==> src/itt_pkg.sv <==
package itt_pkg;

    // ------------------------------------------------------------
    // Register offsets
    // ------------------------------------------------------------
    localparam logic [5:0] OFS_MAIN_CTRL  = 6'h00;
    localparam logic [5:0] OFS_EXT_CTRL   = 6'h04;
    localparam logic [5:0] OFS_BYTE_COUNT = 6'h08;
    localparam logic [5:0] OFS_LOW_ADDR   = 6'h0C;
    localparam logic [5:0] OFS_HIGH_ADDR  = 6'h10;
    localparam logic [5:0] OFS_TX_BUFFER  = 6'h14;
    localparam logic [5:0] OFS_BUF_STATUS = 6'h18;
    localparam logic [5:0] OFS_BUS_STATUS = 6'h1C;
    localparam logic [5:0] OFS_IRQ_STATUS = 6'h20;
    localparam logic [5:0] OFS_IRQ_CLEAR  = 6'h24;
    localparam logic [5:0] OFS_IRQ_ENABLE = 6'h28;

    // ------------------------------------------------------------
    // Field positions
    // ------------------------------------------------------------
    localparam int BIT_ENABLE     = 7;
    localparam int BIT_START      = 5;
    localparam int BIT_DATA_REQ   = 3;
    localparam int BIT_ADDR_BUF_D = 4;
    localparam int BIT_TX_EMPTY   = 5;
    localparam int BIT_BUS_FREE   = 7;
    localparam int BIT_MASTER_ACT = 5;
    localparam int IRQ_TX         = 0;
    localparam int IRQ_COUNT_DONE = 1;
    localparam int IRQ_NACK       = 2;
    localparam int IRQ_STOP       = 3;
    localparam int IRQ_W          = 4;

    // ------------------------------------------------------------
    // Reset values and bus answers
    // ------------------------------------------------------------
    localparam logic [7:0] RST_BYTE  = 8'h00;
    localparam logic [1:0] RESP_OKAY = 2'h0;
    localparam logic [1:0] RESP_SERR = 2'h2;

    // ------------------------------------------------------------
    // Timing
    // ------------------------------------------------------------
    localparam int CLK_NS      = 4;
    localparam int SCL_QTR_NS  = 625;
    localparam int BUS_FREE_NS = 1300;
    localparam int QTR_CYC     = (SCL_QTR_NS + CLK_NS - 1) / CLK_NS;
    localparam int FREE_CYC    = (BUS_FREE_NS + CLK_NS - 1) / CLK_NS;

    // ------------------------------------------------------------
    // Sequencer states and byte kinds
    // ------------------------------------------------------------
    typedef enum logic [2:0] {
        ST_IDLE, ST_WAIT_FREE, ST_START, ST_BIT,
        ST_STRETCH, ST_ACK, ST_STOP
    } itt_state_t;

    typedef enum logic [1:0] {
        KIND_HIGH, KIND_LOW, KIND_DATA
    } itt_kind_t;

endpackage : itt_pkg

==> src/itt_master_tx.sv <==
// The implementer's own choices: the AXI4-Lite interface to the registers and the register offsets.
`timescale 1ns/100ps
`default_nettype none
module itt_master_tx #(
    parameter int QTR_CYC  = itt_pkg::QTR_CYC,
    parameter int FREE_CYC = itt_pkg::FREE_CYC
) (
    // Clock and reset
    input  wire logic        clk_sys,
    input  wire logic        srst,
    // AXI4-Lite write address
    input  wire logic        s_axi_awvalid,
    output logic             s_axi_awready,
    input  wire logic [5:0]  s_axi_awaddr,
    // AXI4-Lite write data
    input  wire logic        s_axi_wvalid,
    output logic             s_axi_wready,
    input  wire logic [31:0] s_axi_wdata,
    input  wire logic [3:0]  s_axi_wstrb,
    // AXI4-Lite write response
    output logic             s_axi_bvalid,
    input  wire logic        s_axi_bready,
    output logic [1:0]       s_axi_bresp,
    // AXI4-Lite read address
    input  wire logic        s_axi_arvalid,
    output logic             s_axi_arready,
    input  wire logic [5:0]  s_axi_araddr,
    // AXI4-Lite read data
    output logic             s_axi_rvalid,
    input  wire logic        s_axi_rready,
    output logic [31:0]      s_axi_rdata,
    output logic [1:0]       s_axi_rresp,
    // Serial clock, open drain
    input  wire logic        scl_in,
    output logic             scl_out,
    output logic             scl_oe,
    // Serial data, open drain
    input  wire logic        sda_in,
    output logic             sda_out,
    output logic             sda_oe,
    // Interrupt
    output logic             irq
);

    typedef struct packed {
        logic [1:0]         scl_s;
        logic [1:0]         sda_s;
        logic [8:0]         free_cnt;
        logic               bus_free;
        itt_pkg::itt_state_t st;
        itt_pkg::itt_kind_t kind;
        logic [7:0]         qcnt;
        logic [1:0]         ph;
        logic [2:0]         bitn;
        logic [7:0]         shift;
        logic               scl_lo;
        logic               sda_lo;
        logic               en;
        logic               start;
        logic               abd;
        logic               master_data_request;
        logic [7:0]         cnt;
        logic [7:0]         adb0;
        logic [7:0]         adb1;
        logic [7:0]         txb;
        logic               txfull;
        logic [3:0]         sts;
        logic [3:0]         ien;
        logic               aw_ok;
        logic [5:0]         awaddr;
        logic               w_ok;
        logic [7:0]         wdata;
        logic               wstrb0;
        logic               bvalid;
        logic [1:0]         bresp;
        logic               rvalid;
        logic [31:0]        rdata;
        logic [1:0]         rresp;
    } itt_regs_t;

    itt_regs_t q_reg;
    itt_regs_t q_next;

    // ------------------------------------------------------------
    // Address decode
    // ------------------------------------------------------------
    function automatic logic itt_mapped(input logic [5:0] a);
        itt_mapped = (a[1:0] == 2'h0) && (a <= itt_pkg::OFS_IRQ_ENABLE);
    endfunction : itt_mapped

    function automatic logic [7:0] itt_read(input itt_regs_t r,
                                            input logic [5:0] a);
        logic [7:0] v;
        v = 8'h00;
        case (a)
            itt_pkg::OFS_MAIN_CTRL: begin
                v[itt_pkg::BIT_ENABLE]   = r.en;
                v[itt_pkg::BIT_START]    = r.start;
                v[itt_pkg::BIT_DATA_REQ] = r.master_data_request;
            end
            itt_pkg::OFS_EXT_CTRL:
                v[itt_pkg::BIT_ADDR_BUF_D] = r.abd;
            itt_pkg::OFS_BYTE_COUNT: v = r.cnt;
            itt_pkg::OFS_LOW_ADDR:   v = r.adb0;
            itt_pkg::OFS_HIGH_ADDR:  v = r.adb1;
            itt_pkg::OFS_TX_BUFFER:  v = r.txb;
            itt_pkg::OFS_BUF_STATUS:
                v[itt_pkg::BIT_TX_EMPTY] = ~r.txfull;
            itt_pkg::OFS_BUS_STATUS: begin
                v[itt_pkg::BIT_BUS_FREE]   = r.bus_free;
                v[itt_pkg::BIT_MASTER_ACT] = (r.st != itt_pkg::ST_IDLE);
            end
            itt_pkg::OFS_IRQ_STATUS: v = {4'h0, r.sts};
            itt_pkg::OFS_IRQ_ENABLE: v = {4'h0, r.ien};
            default: v = 8'h00;
        endcase
        return v;
    endfunction : itt_read

    // ------------------------------------------------------------
    // Next state
    // ------------------------------------------------------------
    always_comb begin
        logic       qdone;
        logic       wr;
        logic       need_tx;
        logic [3:0] evt;
        logic [3:0] clr;
        qdone   = 1'b0;
        wr      = 1'b0;
        need_tx = 1'b0;
        evt     = 4'h0;
        clr     = 4'h0;
        q_next  = q_reg;

        // Pins pass two flip-flops before use.
        q_next.scl_s = {q_reg.scl_s[0], scl_in};
        q_next.sda_s = {q_reg.sda_s[0], sda_in};

        // Bus is free once both lines stayed high long enough.
        if (!(q_reg.scl_s[1] && q_reg.sda_s[1])) begin
            q_next.free_cnt = 9'h000;
            q_next.bus_free = 1'b0;
        end else if (q_reg.free_cnt == 9'(FREE_CYC - 1)) begin
            q_next.bus_free = 1'b1;
        end else begin
            q_next.free_cnt = q_reg.free_cnt + 9'h001;
        end

        // Quarter-bit timer. It holds while a slave keeps the clock
        // low in the high phase of a bit or its acknowledge, so slow slaves are honoured.
        if (q_reg.ph[1] && !q_reg.scl_s[1] && q_reg.st != itt_pkg::ST_STOP
            && q_reg.st != itt_pkg::ST_START) begin
            q_next.qcnt = q_reg.qcnt;
        end else if (q_reg.qcnt == 8'(QTR_CYC - 1)) begin
            q_next.qcnt = 8'h00;
            qdone       = 1'b1;
        end else begin
            q_next.qcnt = q_reg.qcnt + 8'h01;
        end

        // AXI4-Lite write channels, taken in either order.
        if (s_axi_awvalid && s_axi_awready) begin
            q_next.aw_ok  = 1'b1;
            q_next.awaddr = s_axi_awaddr;
        end
        if (s_axi_wvalid && s_axi_wready) begin
            q_next.w_ok   = 1'b1;
            q_next.wdata  = s_axi_wdata[7:0];
            q_next.wstrb0 = s_axi_wstrb[0];
        end
        if (q_reg.aw_ok && q_reg.w_ok && !q_reg.bvalid) begin
            wr            = q_reg.wstrb0 && itt_mapped(q_reg.awaddr);
            q_next.aw_ok  = 1'b0;
            q_next.w_ok   = 1'b0;
            q_next.bvalid = 1'b1;
            q_next.bresp  = itt_mapped(q_reg.awaddr) ?
                            itt_pkg::RESP_OKAY : itt_pkg::RESP_SERR;
        end
        if (q_reg.bvalid && s_axi_bready) begin
            q_next.bvalid = 1'b0;
        end

        if (wr) begin
            case (q_reg.awaddr)
                itt_pkg::OFS_MAIN_CTRL: begin
                    q_next.en = q_reg.wdata[itt_pkg::BIT_ENABLE];
                    if (!q_reg.abd && q_reg.wdata[itt_pkg::BIT_START]) begin
                        q_next.start = 1'b1;
                    end
                end
                itt_pkg::OFS_EXT_CTRL:
                    q_next.abd = q_reg.wdata[itt_pkg::BIT_ADDR_BUF_D];
                itt_pkg::OFS_BYTE_COUNT: q_next.cnt  = q_reg.wdata;
                itt_pkg::OFS_LOW_ADDR:   q_next.adb0 = q_reg.wdata;
                itt_pkg::OFS_HIGH_ADDR:  q_next.adb1 = q_reg.wdata;
                itt_pkg::OFS_TX_BUFFER: begin
                    q_next.txb    = q_reg.wdata;
                    q_next.txfull = 1'b1;
                    if (q_reg.abd && q_reg.en
                        && q_reg.st == itt_pkg::ST_IDLE) begin
                        q_next.start = 1'b1;
                    end
                end
                itt_pkg::OFS_IRQ_CLEAR:  clr = q_reg.wdata[3:0];
                itt_pkg::OFS_IRQ_ENABLE: q_next.ien = q_reg.wdata[3:0];
                default: ;
            endcase
        end

        // AXI4-Lite read, answered one cycle after the address.
        if (s_axi_arvalid && s_axi_arready) begin
            q_next.rvalid = 1'b1;
            q_next.rdata  = {24'h000000, itt_read(q_reg, s_axi_araddr)};
            q_next.rresp  = itt_mapped(s_axi_araddr) ?
                            itt_pkg::RESP_OKAY : itt_pkg::RESP_SERR;
        end else if (q_reg.rvalid && s_axi_rready) begin
            q_next.rvalid = 1'b0;
        end

        // Sequencer.
        if (qdone) begin
            q_next.ph = q_reg.ph + 2'h1;
        end
        case (q_reg.st)
            itt_pkg::ST_IDLE: begin
                q_next.scl_lo = 1'b0;
                q_next.sda_lo = 1'b0;
                if (q_reg.en && q_reg.start) begin
                    q_next.st = itt_pkg::ST_WAIT_FREE;
                end
            end
            itt_pkg::ST_WAIT_FREE: begin
                if (q_reg.bus_free) begin
                    q_next.st    = itt_pkg::ST_START;
                    q_next.kind  = itt_pkg::KIND_HIGH;
                    q_next.ph    = 2'h0;
                    q_next.qcnt  = 8'h00;
                    q_next.start = 1'b0;
                    if (q_reg.abd) begin
                        q_next.shift  = q_reg.txb;
                        q_next.txfull = 1'b0;
                    end else begin
                        q_next.shift = q_reg.adb1;
                    end
                end
            end
            itt_pkg::ST_START: begin
                q_next.sda_lo = 1'b1;
                q_next.scl_lo = q_next.ph[1];
                if (qdone && q_reg.ph == 2'h2) begin
                    q_next.st   = itt_pkg::ST_BIT;
                    q_next.ph   = 2'h0;
                    q_next.bitn = 3'h7;
                end
            end
            itt_pkg::ST_BIT: begin
                q_next.scl_lo = ~q_next.ph[1];
                if (q_reg.ph == 2'h0) begin
                    q_next.sda_lo = ~q_reg.shift[7];
                end
                if (qdone && q_reg.ph == 2'h3) begin
                    if (q_reg.bitn != 3'h0) begin
                        q_next.bitn  = q_reg.bitn - 3'h1;
                        q_next.shift = {q_reg.shift[6:0], 1'b0};
                    end else begin
                        need_tx = (q_reg.kind == itt_pkg::KIND_HIGH)
                                ? q_reg.abd : (q_reg.cnt != 8'h00);
                        if (need_tx && !q_reg.txfull) begin
                            q_next.st  = itt_pkg::ST_STRETCH;
                            q_next.master_data_request = 1'b1;
                            evt[itt_pkg::IRQ_TX] = 1'b1;
                        end else begin
                            q_next.st = itt_pkg::ST_ACK;
                        end
                    end
                end
            end
            itt_pkg::ST_STRETCH: begin
                q_next.scl_lo = 1'b1;
                q_next.ph     = 2'h0;
                q_next.qcnt   = 8'h00;
                if (q_reg.txfull) begin
                    q_next.master_data_request = 1'b0;
                    q_next.st  = itt_pkg::ST_ACK;
                end
            end
            itt_pkg::ST_ACK: begin
                q_next.scl_lo = ~q_next.ph[1];
                q_next.sda_lo = 1'b0;
                q_next.bitn   = 3'h7;
                if (qdone && q_reg.ph == 2'h3) begin
                    q_next.st = itt_pkg::ST_BIT;
                    if (q_reg.sda_s[1]) begin
                        q_next.st = itt_pkg::ST_STOP;
                        evt[itt_pkg::IRQ_NACK] = 1'b1;
                    end else if (q_reg.kind == itt_pkg::KIND_HIGH) begin
                        q_next.kind = itt_pkg::KIND_LOW;
                        if (q_reg.abd) begin
                            q_next.shift  = q_reg.txb;
                            q_next.txfull = 1'b0;
                        end else begin
                            q_next.shift = q_reg.adb0;
                        end
                    end else if (q_reg.cnt == 8'h00) begin
                        q_next.st = itt_pkg::ST_STOP;
                        evt[itt_pkg::IRQ_COUNT_DONE] = 1'b1;
                    end else begin
                        q_next.kind   = itt_pkg::KIND_DATA;
                        q_next.shift  = q_reg.txb;
                        q_next.txfull = 1'b0;
                        q_next.cnt    = q_reg.cnt - 8'h01;
                    end
                end
            end
            itt_pkg::ST_STOP: begin
                q_next.scl_lo = (q_next.ph == 2'h0);
                q_next.sda_lo = ~q_next.ph[1];
                if (qdone && q_reg.ph == 2'h2) begin
                    q_next.st = itt_pkg::ST_IDLE;
                    q_next.ph = 2'h0;
                    evt[itt_pkg::IRQ_STOP] = 1'b1;
                end
            end
            default: q_next.st = itt_pkg::ST_IDLE;
        endcase

        // Disabling the block drops any transfer and frees the lines.
        if (!q_reg.en) begin
            q_next.st     = itt_pkg::ST_IDLE;
            q_next.master_data_request    = 1'b0;
            q_next.scl_lo = 1'b0;
            q_next.sda_lo = 1'b0;
        end

        // A new event wins over a clear in the same cycle.
        q_next.sts = (q_reg.sts & ~clr) | evt;
    end

    // ------------------------------------------------------------
    // State register
    // ------------------------------------------------------------
    always_ff @(posedge clk_sys) begin
        if (srst) begin
            q_reg          <= '0;
            q_reg.scl_s    <= 2'h3;
            q_reg.sda_s    <= 2'h3;
            q_reg.st       <= itt_pkg::ST_IDLE;
            q_reg.kind     <= itt_pkg::KIND_HIGH;
            q_reg.cnt      <= itt_pkg::RST_BYTE;
            q_reg.adb0     <= itt_pkg::RST_BYTE;
            q_reg.adb1     <= itt_pkg::RST_BYTE;
            q_reg.txb      <= itt_pkg::RST_BYTE;
        end else begin
            q_reg <= q_next;
        end
    end

    // ------------------------------------------------------------
    // Outputs
    // ------------------------------------------------------------
    assign s_axi_awready = !q_reg.aw_ok && !q_reg.bvalid;
    assign s_axi_wready  = !q_reg.w_ok && !q_reg.bvalid;
    assign s_axi_bvalid  = q_reg.bvalid;
    assign s_axi_bresp   = q_reg.bresp;
    assign s_axi_arready = !q_reg.rvalid;
    assign s_axi_rvalid  = q_reg.rvalid;
    assign s_axi_rdata   = q_reg.rdata;
    assign s_axi_rresp   = q_reg.rresp;
    assign scl_out       = 1'b0;
    assign scl_oe        = q_reg.scl_lo;
    assign sda_out       = 1'b0;
    assign sda_oe        = q_reg.sda_lo;
    assign irq           = |(q_reg.sts & q_reg.ien);

endmodule : itt_master_tx
`default_nettype wire

==> config.mk <==
export PLATFORM = sky130hd
export DESIGN_NAME = itt_master_tx
export DESIGN_NICKNAME = d
export VERILOG_FILES = /design/src/itt_pkg.sv /design/src/itt_master_tx.sv
export SDC_FILE = /design/constraint.sdc
export NUM_CORES = 1
export LEC_CHECK = 0
export ABC_AREA = 1
export BUFFER_PORTS_ARGS = -buffer_cell sky130_fd_sc_hd__buf_2
export CAP_MARGIN = 15
export CORE_MARGIN = 3
export CORE_UTILIZATION = 40
export DETAILED_ROUTE_END_ITERATION = 10
export PLACE_DENSITY = 0.56
export SYNTH_ARGS = -nofsm -noshare
export SYNTH_HDL_FRONTEND = slang
export SYNTH_SLANG_ARGS = --single-unit
export TNS_END_PERCENT = 5
==> constraint.sdc <==
create_clock -name clk_sys -period 3.96 [get_ports clk_sys]
set_clock_uncertainty 0.2 [all_clocks]
set_input_delay 0.396 -clock clk_sys [delete_from_list [all_inputs] [get_ports clk_sys]]
set_output_delay 0.396 -clock clk_sys [all_outputs]
set_load 0.005 [all_outputs]
# Word-level counts from Yosys, hierarchy flattened
# Cells that the tools add are included.
dict set report totals {
  word_cells 253
  reg_bits 118
  out_inout_bits 46
}
dict set report classes {
  add_sub_neg 5
  n_eq_ne 41
  bitwise_logic 9
  reduce_logical 68
  magnitude_cmp 2
  mux 95
}
# cell count
set op_table {}
lappend op_table {{2-to-1 mux 8 bit} 17}
lappend op_table {{== test 6 x 5 -> 1 bit, second input constant} 6}
lappend op_table {{2-to-1 mux 1 bit} 33}
lappend op_table {{2-to-1 mux 33 bit} 1}
lappend op_table {{2-to-1 mux 3 bit} 9}
lappend op_table {{== test 6 x 4 -> 1 bit, second input constant} 4}
lappend op_table {{== test 6 bit, second input constant} 4}
lappend op_table {{one-hot mux 8 bit (3 select lines)} 1}
lappend op_table {{logical AND 1 bit} 23}
lappend op_table {{2-to-1 mux 11 bit} 2}
lappend op_table {{inequality test 2 bit, second input constant} 11}
lappend op_table {{one-hot mux 3 bit (7 select lines)} 1}
lappend op_table {{2-to-1 mux 2 bit} 10}
lappend op_table {{one-hot mux 3 bit (6 select lines)} 1}
lappend op_table {{one-hot mux 8 bit (2 select lines)} 1}
lappend op_table {{2-to-1 mux 15 bit} 1}
lappend op_table {{one-hot mux 1 bit (7 select lines)} 2}
lappend op_table {{AND reduction 2 bit} 7}
lappend op_table {{== test 6 x 3 -> 1 bit, second input constant} 2}
lappend op_table {{less-or-equal comparator 6 bit, second input constant} 2}
lappend op_table {{logical NOT 6 bit} 2}
lappend op_table {{nonzero test 3 bit} 4}
lappend op_table {{OR reduction 2 bit} 6}
lappend op_table {{logical NOT 2 bit} 5}
lappend op_table {{other kinds (40)} 65}

# Depth between registers and ports, before layout
dict set report logic_depth {
  depth_word 10
  mapped_depth 14
  ltp_nobuf 14
}

# Worst setup path after synthesis
# OpenSTA, ideal clock, no wires.
dict set report synth_path {
  kind {reg-to-reg}
  from {register q_reg[115] (netlist name)}
  to {register q_reg[105] (netlist name)}
  stages_incl_launch_ff 13
  setup_ns 0.113
  slack_ns 2.124
  synth_period_minus_slack_ns 1.836
  t_arrival_ns 1.523
  required_time_ns 3.647
  path_cell_list {dfxtp_1 > inv_1 > ha_1 > nand2_1 > inv_1 > nand2_1 > nor2_2 > nand3_2 > nand2_2 > nand4_4 > buf_4 > nor2_1 > nor2_1}
}
dict set report synth_between {
  elab_chain_cells 6
}
# item line
set synth_lines {}
lappend synth_lines {{start: declaration} itt_master_tx.sv:81} ;# itt_regs_t q_reg;
lappend synth_lines {{start signal: assignment} itt_master_tx.sv:355} ;# q_reg <= q_next;
lappend synth_lines {{== test 8 bit *} itt_master_tx.sv:155} ;# end else if (q_reg.qcnt == 8'(QTR_CYC - 1)) begin
lappend synth_lines {{2-to-1 mux 1 bit *} itt_master_tx.sv:155}
lappend synth_lines {{2-to-1 mux 1 bit *} itt_master_tx.sv:152} ;# if (q_reg.ph[1] && !q_reg.scl_s[1] && q_reg.st != itt_pkg::ST_STOP
lappend synth_lines {{logical AND 1 bit *} {itt_master_tx.sv:262, itt_master_tx.sv:292}}
lappend synth_lines {{inequality test 2 bit (no source line)} n/a}
lappend synth_lines {{AND reduction 7 bit (no source line) *} n/a}
# Mark *: on every way between the ends. The rest lies on a longest branch, timed or not.
# A chain may end at the register's enable or synchronous reset.

# Final worst setup path
dict set report layout_path {
  from {register q_reg[97] (netlist name)}
  to {register q_reg[106] (netlist name)}
}
dict set report layout_between {
  elab_chain_cells 5
}
# item line
set layout_lines {}
lappend layout_lines {{2-to-1 mux 8 bit} itt_master_tx.sv:299} ;# if (q_reg.abd) begin
lappend layout_lines {{2-to-1 mux 8 bit} itt_master_tx.sv:297} ;# end else if (q_reg.kind == itt_pkg::KIND_HIGH) begin
lappend layout_lines {{2-to-1 mux 8 bit} itt_master_tx.sv:294} ;# if (q_reg.sda_s[1]) begin
lappend layout_lines {{2-to-1 mux 8 bit} itt_master_tx.sv:292} ;# if (qdone && q_reg.ph == 2'h3) begin
lappend layout_lines {{one-hot mux 8 bit (3 select lines) *} itt_master_tx.sv:225} ;# case (q_reg.st)
# Mark *: on every way between the ends. The rest lies on a longest branch, timed or not. The select of a mux whose other input is x is not followed.

==> flow_summary.toml <==
[run]
max_cap_violations = 0

[final_layout]
ratio_of_cells_with_drive_above_1_in_the_final_layout = 0.108
final_common_cell = "nand2_1"
area_growth_pct = 13.2
largest_register_ff_count = 100
final_nets = 1054
fill_cells = 1644
layout_common_cells = "nand2_1, nor2_1, inv_1, dfxtp_1, o21ai_0"
n_antenna_cell = 0
combined_area_of_the_multi_input_logic_cells_um2 = 3210
layout.area.seq_um2 = 2320

[power]
clockPowerShare = 0.533
cellInternalPower_uw = 2270
p_seq_frac = 0.409
power.switching_fraction = 0.247
p_leak_uw = 0.00314
power.ir.vdd_worst_v = 0.000304
pwr-share-comb = 0.058
design_power_total_uw = 3010
switchingPower_uw = 743
p_per_area_nw_per_um2 = 419

[timing]
finalHoldViolations = 0
final.period_utilization = 0.606
maxClockFrequency_ghz = 0.417
grt_setup_unrepaired = "no"
hold_slack_ps = 35.6
totalNegativeSetupSlack_ps = 0
period_minus_slack_ps = 2400
max_slew_margin = 0.544
max_slew.worst_pin.slew_ps = 679
total_count_of_max_transition_violations_in_the_final_report = 0
final-setup-viol-count = 0

[global_routing]
grt_overflow = 0
grt_antenna_before_repair = 0
grt_start_max_net_pins = 50
groute.usage.overall = 0.197
grt_first_pass_wirelength_um = 27700
grt_pass1_vias = 5278

[clocking]
clock-sinks = 116
count_of_buffers_added_by_post_cts_timing_repair_for_setup = 0
cts_root_buf = "clkbuf_16"
htree_levels = 4
cts_max_path_buffers = 2
numCtsBuffers = 17
clk_latency_ps = 420
cts_tree = "built"
clk_transition_reported_paths_ps = 60

[logic_synthesis]
synthCells = 954
netlist_area_um2 = 6330
count_of_distinct_cell_types_in_the_synthesized_netlist = 45
syn_warnings = 0
synthSimpleGateAreaFrac = 0.290
ys_ff_latch = 116
synth_ff_type = "dfxtp_1"
yosys.area_share.adder = 0.0198
yosys-mux-area-fraction = 0
synth_xor_xnor_area_share = 0.0111
synth_compound_area_frac = 0.169
async_flop_share = 0
syn_avg_cell_area_um2 = 6.64
synth-edff-count = 0
synth_seq_area_share = 0.367
synth_top_family_by_area = "simple AND/OR/NAND/NOR gates"

[routing]
detail-route-antenna-nets = 0
routed_via_density = 4.90
detailedRoute.firstPassIterationCount = 5
wl_per_cell_um = 14.2
drt_iter0_markers = 529
vias = 5937
wl_um = 17200
number_of_design_rule_violations_left_after_detail_routing = 0

[die]
i_o_pin_count = 103
floorplan.core_area_um2 = 15400
die_w_um = 132
die_height_um = 132
rows = 45
initial_core_util = 0.412
die_area_um2 = 17400

[outcome]
result_of_the_run = "complete, no violations"

[critical_path]
worst_setup_path_end_kind = "flip-flop"
critical_path_required_ps = 4070
cp_data_arrival_time_ps = 2510
crit_fanout = 19
critical_path.startpoint_type = "flip-flop"
worst-setup-path-type = "reg2reg"

[placed_design]
gpl.final_weighted_congestion = 0.925
post_detailed_placement_half_perimeter_wirelength_um = 12700
place.port_buffers = 47

[worst_hold_path]
min_path_type = "in2reg"
power groups by stage:
stage	Combinational, uW	Clock (uW)	Sequential (uW)
3_5_place_dp	172	0	1260
2_1_floorplan	142	0	1240
3_3_place_gp	172	0	1260
6_report	174	1600	1230
4_1_cts	174	1630	1230
5_1_grt	199	1680	1240
path summary, 6_finish.rpt:
path              cells past startpoint             from  slack, ps    endpoint
setup / recovery                      7        q_reg[97]       1560  q_reg[106]
hold / removal                        3  s_axi_awaddr[0]         40   q_reg[48]
setup reg to reg                      7        q_reg[97]       1560  q_reg[106]
hold reg to reg                       1      q_next[139]        210  q_reg[139]
area by class of cell:
type / instances / area share
clock inverter: 14 / 0.0250
multi-input combinational: 672 / 0.447
timing repair buffer: 51 / 0.0377
clock buffer: 18 / 0.0612
sequential: 116 / 0.324
tap: 211 / 0.0368
inverter: 129 / 0.0682
metal layers:
| metal | vias up | routed length, um | track usage |
|---|---|---|---|
| li1 | 3083 | - | - |
| met1 | 2685 | 8850 | 0.291 |
| met2 | 157 | 7290 | 0.293 |
| met3 | 12 | 927 | 0.0492 |
| met4 | 0 | 127 | 0.0379 |
| met5 | - | 0 | 0 |
cells by family (layout without fill, tap and decap cells):
logic type | count (synthesis) | after routing
other | 1 | 28
AO/OA/AOI/OAI | 196 | 196
adder cells (fa/ha/maj) | 10 | 10
buffers and inverters | 193 | 212
flip-flops | 116 | 116
AND/OR/NAND/NOR | 430 | 430
XOR/XNOR | 8 | 8
through the flow:
step,worst slack (ps),instances,area (um2),util
floorplan,2120,981,6430,-
global placement,1650,1177,6530,0.425
detailed placement,1660,1177,6530,0.425
CTS,1650,1211,7170,0.467
global route,1380,1211,7170,0.467
finish,1560,1211,7170,0.467
timing repair:
item                                   in CTS  in global routing
endpoints found under the hold margin       2                  0
resized for setup                           0                  0
hold buffers                                2                  0
worst max-delay path: stages, from the launching register on:
cell and delay [ps]:
dfxtp_1 730, inv_1 230, nand2_1 400, inv_1 200, o21ai_0 200, o221ai_1 140
nor2_1 130, nor2_1 60
synthesized netlist by cell type (all sizes together) (2+ instances only):
| library cell | count | area [um2] |
|---|---|---|
| a21oi | 77 | 397 |
| nor3 | 14 | 75.1 |
| a22oi | 2 | 15.0 |
| clkbuf | 14 | 52.6 |
| nand2 | 197 | 749 |
| o211ai | 8 | 60.1 |
| nand4 | 13 | 96.3 |
| ha | 10 | 125 |
| o221ai | 4 | 35.0 |
| nor2 | 154 | 603 |
| xor2 | 8 | 70.1 |
| buf | 50 | 364 |
| a31oi | 3 | 18.8 |
| o21ai | 88 | 440 |
| dfxtp | 116 | 2320 |
| o22ai | 7 | 43.8 |
| nand3 | 43 | 255 |
| inv | 128 | 485 |
| or2 | 5 | 31.3 |
| a41oi | 3 | 26.3 |
(Power assumes the default switching activity.)
